--- src/logic/fcb_pkg.sv ---
// shared constants, types and helpers for the conditional branch unit
package fcb_pkg;
	// widths of the program counter, instruction word and offset
	localparam int PC_W = 21;
	localparam int WORD_W = 16;
	localparam int OFF_W = 8;
	localparam int SEXT_W = PC_W - OFF_W;
	// upper byte opcodes of the two branches
	localparam logic [7:0] OP_CARRY_CLEAR = 8'he3;
	localparam logic [7:0] OP_SIGN_CLEAR = 8'he7;
	// field positions inside the instruction word
	localparam int OPC_HI = 15;
	localparam int OPC_LO = 8;
	localparam int OFF_HI = 7;
	localparam int OFF_LO = 0;
	// bytes that the counter advances past one instruction word
	localparam logic [PC_W-1:0] INSTR_BYTES = 21'h000002;
	// phase numbers inside one instruction cycle
	localparam logic [1:0] PH_Q1 = 2'h0;
	localparam logic [1:0] PH_Q2 = 2'h1;
	localparam logic [1:0] PH_Q3 = 2'h2;
	localparam logic [1:0] PH_Q4 = 2'h3;
	// reset values
	localparam logic [PC_W-1:0] PC_RST = 21'h000000;
	localparam logic [OFF_W-1:0] OFF_RST = 8'h00;
	localparam logic [WORD_W-1:0] WORD_RST = 16'h0000;

	// sequencer states
	typedef enum logic [1:0] {
		FCB_IDLE = 2'b00,
		FCB_EXEC = 2'b01,
		FCB_NOP = 2'b10
	} fcb_state_type;

	// sign extension of the offset byte to counter width
	function automatic logic [PC_W-1:0] fcb_sext(input logic [OFF_W-1:0] n);
		return {{SEXT_W{n[OFF_W-1]}}, n};
	endfunction

	// counter after the branch word plus twice the offset
	function automatic logic [PC_W-1:0] fcb_target(
		input logic [PC_W-1:0] addr,
		input logic [OFF_W-1:0] n
	);
		logic [PC_W-1:0] ext;
		ext = fcb_sext(n);
		return addr + INSTR_BYTES + {ext[PC_W-2:0], 1'b0};
	endfunction
endpackage

--- src/logic/fcb_dec_if.sv ---
// carrier between the sequencer and the opcode decoder
`timescale 1ns/100ps
interface fcb_dec_if;
	logic [fcb_pkg::WORD_W-1:0] word; // latched instruction word
	logic is_carry_br; // word is branch on carry clear
	logic is_sign_br; // word is branch on negative clear
	logic [fcb_pkg::OFF_W-1:0] offset; // raw low byte
	modport dec (
		input word,
		output is_carry_br,
		output is_sign_br,
		output offset
	);
	modport seq (
		output word,
		input is_carry_br,
		input is_sign_br,
		input offset
	);
endinterface

--- src/logic/fcb_decode.sv ---
// opcode decoder for the two flag-conditional branches
`timescale 1ns/100ps
module fcb_decode (
	// decode carrier
	fcb_dec_if.dec dec
);
	import fcb_pkg::*;

	// pure decode, no state: the sequencer chooses when to look
	always_comb begin
		dec.is_carry_br = (dec.word[OPC_HI:OPC_LO] == OP_CARRY_CLEAR);
		dec.is_sign_br = (dec.word[OPC_HI:OPC_LO] == OP_SIGN_CLEAR);
		dec.offset = dec.word[OFF_HI:OFF_LO];
	end
endmodule

--- src/logic/fcb_exec.sv ---
// sequencer that executes branch on carry clear and on negative clear
// Overview of operation
// - opcode e3 branches when carry is zero
// - opcode e7 branches when negative is zero
// - low byte is sign-extended signed offset
// - taken branch adds twice offset to counter
// - target is own address plus two plus 2n
// - taken costs two cycles, untaken one
`timescale 1ns/100ps
module fcb_exec (
	// clock and reset
	input wire logic clock_i,
	input wire logic nrst_i,
	// instruction hand-off from fetch
	input wire logic start_i,
	input wire logic [fcb_pkg::WORD_W-1:0] word_i,
	input wire logic [fcb_pkg::PC_W-1:0] addr_i,
	output logic ready_o,
	// status flags from the core
	input wire logic carry_i,
	input wire logic negative_i,
	// program counter update
	output logic pc_wr_o,
	output logic [fcb_pkg::PC_W-1:0] pc_target_o,
	// progress
	output logic [1:0] phase_o,
	output logic nop_o,
	output logic done_o
);
	import fcb_pkg::*;

	// one clock edge is one phase and four phases make one cycle;
	// the flags are looked at once, in Q1, so the instruction before
	// must have settled them by the end of Q1, one phase after start_i is seen
	// pc_target_o moves on every instruction, untaken ones too:
	// cheaper than gating it, but only pc_wr_o marks a real jump

	// sequencing registers
	fcb_state_type state; // sequencer state
	fcb_state_type next_state;
	logic [1:0] q; // current phase
	logic [1:0] next_q;
	// per-instruction datapath registers
	logic [WORD_W-1:0] word_q; // held instruction word
	logic [WORD_W-1:0] next_word_q;
	logic [PC_W-1:0] addr_q; // address of the branch word
	logic [PC_W-1:0] next_addr_q;
	logic taken; // condition met, decided in Q1
	logic next_taken;
	logic [OFF_W-1:0] off_q; // offset read in Q2
	logic [OFF_W-1:0] next_off_q;
	logic [PC_W-1:0] target; // target computed in Q3
	logic [PC_W-1:0] next_target;
	logic pc_wr; // counter write strobe, Q4 only
	logic next_pc_wr;

	fcb_dec_if dbus ();

	// decoder sees the held word so fetch may move on
	fcb_decode u_dec (
		.dec(dbus.dec)
	);
	assign dbus.word = word_q;

	// handshake outputs are combinational, data from flops
	assign ready_o = (state == FCB_IDLE);
	assign done_o = (q == PH_Q4) &&
		((state == FCB_NOP) || ((state == FCB_EXEC) && !taken));
	assign pc_wr_o = pc_wr;
	assign pc_target_o = target;
	assign phase_o = q;
	assign nop_o = (state == FCB_NOP);
	// no flag output exists: these branches never touch status

	// next-state and datapath computation
	always_comb begin
		next_state = state;
		next_q = q;
		next_word_q = word_q;
		next_addr_q = addr_q;
		next_taken = taken;
		next_off_q = off_q;
		next_target = target;
		next_pc_wr = 1'b0;
		case (state)
			FCB_IDLE: begin
				// accept a word only between instructions
				if (start_i) begin
					next_state = FCB_EXEC;
					next_q = PH_Q1;
					next_word_q = word_i;
					next_addr_q = addr_i;
				end
			end
			FCB_EXEC: begin
				next_q = q + 2'h1;
				case (q)
					PH_Q1: begin
						// decode; flags sampled here, a later change is ignored
						next_taken = (dbus.is_carry_br && !carry_i) ||
							(dbus.is_sign_br && !negative_i);
					end
					PH_Q2: begin
						next_off_q = dbus.offset;
					end
					PH_Q3: begin
						// counter past the word plus sign-extended 2n
						next_target = fcb_target(addr_q, off_q);
						next_pc_wr = taken;
					end
					PH_Q4: begin
						// taken branch adds a dead cycle
						next_state = taken ? FCB_NOP : FCB_IDLE;
					end
					default: begin
						next_q = PH_Q1;
					end
				endcase
			end
			FCB_NOP: begin
				// four idle phases while fetch refills
				next_q = q + 2'h1;
				if (q == PH_Q4) begin
					next_state = FCB_IDLE;
				end
			end
			default: begin
				next_state = FCB_IDLE;
				next_q = PH_Q1;
			end
		endcase
	end

	// registers only
	always_ff @(posedge clock_i or negedge nrst_i) begin
		if (!nrst_i) begin
			state <= FCB_IDLE;
			q <= PH_Q1;
			word_q <= WORD_RST;
			addr_q <= PC_RST;
			taken <= 1'b0;
			off_q <= OFF_RST;
			target <= PC_RST;
			pc_wr <= 1'b0;
		end else begin
			state <= next_state;
			q <= next_q;
			word_q <= next_word_q;
			addr_q <= next_addr_q;
			taken <= next_taken;
			off_q <= next_off_q;
			target <= next_target;
			pc_wr <= next_pc_wr;
		end
	end
endmodule

--- config.mk ---
export PLATFORM = sky130hd
export DESIGN_NAME = fcb_exec
export DESIGN_NICKNAME = d
export VERILOG_FILES = /design/src/logic/fcb_pkg.sv /design/src/logic/fcb_dec_if.sv /design/src/logic/fcb_decode.sv /design/src/logic/fcb_exec.sv
export SDC_FILE = /design/constraint.sdc
export NUM_CORES = 1
export LEC_CHECK = 0
export BUFFER_PORTS_ARGS = -buffer_cell sky130_fd_sc_hd__buf_2
export CAP_MARGIN = 20
export CORE_ASPECT_RATIO = 1.4
export CORE_MARGIN = 2
export CORE_UTILIZATION = 40
export CTS_CLUSTER_DIAMETER = 200
export DETAILED_ROUTE_END_ITERATION = 7
export PLACE_DENSITY = 0.73
export SKIP_CTS_REPAIR_TIMING = 1
export SLEW_MARGIN = 10
export SYNTH_ARGS = -nofsm -noshare
export SYNTH_HDL_FRONTEND = slang
export SYNTH_HIERARCHICAL = 1
export SYNTH_SLANG_ARGS = --single-unit
--- constraint.sdc ---
create_clock -name clock_i -period 2.35 [get_ports clock_i]
set_input_delay 0 -clock clock_i [delete_from_list [all_inputs] [get_ports clock_i]]
set_output_delay 0 -clock clock_i [all_outputs]
set_load 0.05 [all_outputs]
==> insert_results.sql <==
INSERT INTO impl_metrics (metric_group, metric, value, unit) VALUES
('status', 'status', 'completed', ''),
('setup_path', 'worst_path_required', '2580', 'ps'),
('setup_path', 'crit_fanout', '5', ''),
('yosys', 'avgSynthCellArea', '11.2', 'um2'),
('yosys', 'synthesized_area', '4080', 'um2'),
('drt', 'avgRoutedWirePerCell', '14.7', 'um'),
('final_layout', 'fraction_of_final_layout_cells_sized_beyond_drive_strength_1', '41.1', '%'),
('final_layout', 'final_cell_mix', '71 x dfrtp_1, 68 x buf_2, 47 x mux2_2, 39 x dlygate4sd3_1, 30 x nand2_1', ''),
('cts', 'worst_setup_hold_path_clk_slew', '60', 'ps'),
('sta', 'slew_violations', '0', ''),
('final_layout', 'ff_latch_area', '1800', 'um2'),
('drt', 'num_vias', '3189', ''),
('placement', 'pre_cts_slack', '-67.4', 'ps'),
('final_layout', 'layout.filler_cells', '828', ''),
('min_path', 'hold_class', 'input pin to flip-flop', ''),
('sta', 'grt_setup_unrepaired', 'yes', ''),
('placement', 'placedCellCount', '570', ''),
('floorplanning', 'die_width', '89.4', 'um'),
('sta', 'finalSetupViolCount', '0', ''),
('yosys', 'yosysSeqAreaShare', '44.1', '%'),
('sta', 'max_freq', '431', 'MHz'),
('cts', 'clock_sinks', '72', ''),
('final_layout', 'insertedDiodeCount', '0', ''),
('run', 'max-cap-violations', '0', ''),
('drt', 'drt_first_pass_iters', '5', ''),
('global_route', 'first_global_vias', '3073', ''),
('drt', 'drt_drc_violations_left', '0', ''),
('sta', 'worst_clock_skew', '6.85', 'ps'),
('floorplanning', 'floorplan.initialDensity', '41.3', '%'),
('sta', 'worstMarginPinSlew', '485', 'ps'),
('setup_path', 'timing.setup.critical_path_class', 'flip-flop to flip-flop', ''),
('yosys', 'async_reset_ff_share', '100', '%'),
('yosys', 'synth_cell_types', '52', ''),
('floorplanning', 'fp-row-count', '43', ''),
('final_layout', 'layout.cells.most_common', 'dfrtp_1', ''),
('global_route', 'first_pass_grt_wire_length', '13.8', 'mm'),
('placement', 'numPortBuffers', '68', ''),
('placement', 'place.detailed.hpwl', '6.30', 'mm'),
('cts', 'htree_num_levels', '3', ''),
('sta', 'maxSlewHeadroom', '67.7', '%'),
('drt', 'vias_per_cell', '5.09', ''),
('sta', 'final.setup.worst_slack', '31.7', 'ps'),
('final_layout', 'multiInputGateArea', '2410', 'um2'),
('sta', 'report.final.hold_viol_count', '0', ''),
('global_route', 'grt.overflow.total', '0', ''),
('global_route', 'antenna_found_initial', '0', ''),
('placement', 'gp_routability_congestion', '0.908', ''),
('placement', 'placement.cell_area', '4650', 'um2'),
('yosys', 'synthesis.instances', '365', ''),
('floorplanning', 'dieHeight', '124', 'um'),
('final_layout', 'nets', '574', ''),
('drt', 'antenna_left', '0', ''),
('global_route', 'grt_overall_usage', '16.3', '%'),
('floorplanning', 'core_area', '9900', 'um2'),
('setup_path', 'timing.critical_path.arrival', '2540', 'ps'),
('drt', 'postRouteWirelength', '9.23', 'mm'),
('cts', 'cts-buffers-inserted', '9', ''),
('drt', 'drtIter0Drc', '131', ''),
('yosys', 'synth_enable_flop_cells', '0', ''),
('yosys', 'yosys_register_bits', '72', ''),
('final_layout', 'instances_no_fill', '626', ''),
('floorplanning', 'floorplan.io_pins', '69', ''),
('sta', 'finalCritPeriodShare', '98.7', '%'),
('setup_path', 'worstSetupEndpointType', 'flip-flop', ''),
('cts', 'tritoncts_clock_tree', 'done', ''),
('cts', 'clkLatencyLatePin', '330', 'ps'),
('global_route', 'grt_start_max_net_pins', '73', ''),
('yosys', 'synth_nets', '452', ''),
('sta', 'setup_total_negative_slack', '0', 'ps'),
('yosys', 'synthesis.yosys.warnings', '6', ''),
('sta', 'layout_min_cycle_time', '2320', 'ps'),
('cts', 'clockRootBuffer', 'clkbuf_16', ''),
('yosys', 'synth_ff_type', 'dfrtp_1', ''),
('final_layout', 'final_design_area_no_fill', '5640', 'um2'),
('floorplanning', 'die_area', '11000', 'um2'),
('cts', 'clock_tree.buffer_depth', '2', ''),
('setup_path', 'startpoint_type', 'flip-flop', ''),
('final_layout', 'area_growth_syn_to_layout', '38.1', '%');
-- synth_stat cells, drive strengths merged, types with 4 or more instances --
cell / instances / share of area [%]
o21ai: 27 / 3.4
xnor2: 5 / 1.1
nand3: 9 / 1.1
buf: 14 / 2.4
dfrtp: 72 / 44
nor2: 7 / 0.64
nand2b: 5 / 0.77
a21o: 4 / 0.77
nand4: 7 / 1.1
a21oi: 20 / 2.8
inv: 18 / 1.7
o211ai: 4 / 0.86
nand2: 31 / 2.9
clkbuf: 5 / 0.46
mux2: 47 / 13
ha: 44 / 13
xor2: 8 / 1.7
-- sequential cells by signal (all words and copies together), names as in the netlist --
signal	count
state	2
taken	1
pc_target_o	21
dbus.word	16
addr_q	21
phase_o	2
off_q	8
pc_wr_o	1
-- per-layer routing --
metal	vias to the layer above	GRT usage [%]	share of wire (%)
met1	1542	17.6	40
met5	-	0	0
li1	1549	-	-
met3	23	4.54	4.2
met4	0	8.02	3.2
met2	75	28.6	52
-- path summary, 6_finish.rpt --
check / startpoint / to / slack, ps / cells after the start
max: addr_q[2] / pc_target_o[18] / 30 / 10
min: negative_i / taken / 80 / 4
max reg2reg: addr_q[2] / pc_target_o[18] / 30 / 10
min reg2reg: pc_target_o[12] / pc_target_o[12] / 470 / 2
max in group asynchronous: nrst_i / off_q[7] / 1810 / 3
min in group asynchronous: nrst_i / addr_q[4] / 220 / 3
-- kinds of logic (layout without fill, tap and decap cells) --
group	after synthesis	in the layout	synth area share [%]
buffers and inverters	37	163	4.47
XOR/XNOR	13	13	2.79
adder cells (fa/ha/maj)	45	45	14.0
multiplexers	47	47	13.0
flip-flops	72	72	44.1
AND/OR/NAND/NOR	77	77	9.44
AO/OA/AOI/OAI	74	74	12.3
-- metrics by stage --
stage	utilization (%)	hold slack [ps]
after floorplan	-	-296
after global placement	47.0	54.3
after detailed placement	47.0	62.3
after CTS	49.7	-294
after global routing	57.0	104
final	57.0	77.2
-- critical path: stages (launching register included) --
cell	delay, ps
dfrtp_1	380
ha_1	280
ha_2	180
inv_2	40
fa_2	330
nand2b_4	160
a21oi_4	160
o2111ai_2	140
o211ai_2	130
nand3_1	110
o311ai_1	280
-- final cells by class --
class | instances | area share (%)
multi-input cells | 256 | 42.7
clock buffers | 10 | 4.24
well taps | 135 | 2.99
flip-flops and latches | 72 | 32.0
clock inverters | 5 | 0.599
inverters | 18 | 1.20
repair buffers | 130 | 16.3
Power is not shown: default switching activity piles up to over one toggle a cycle in this logic, so the estimate is an artifact.
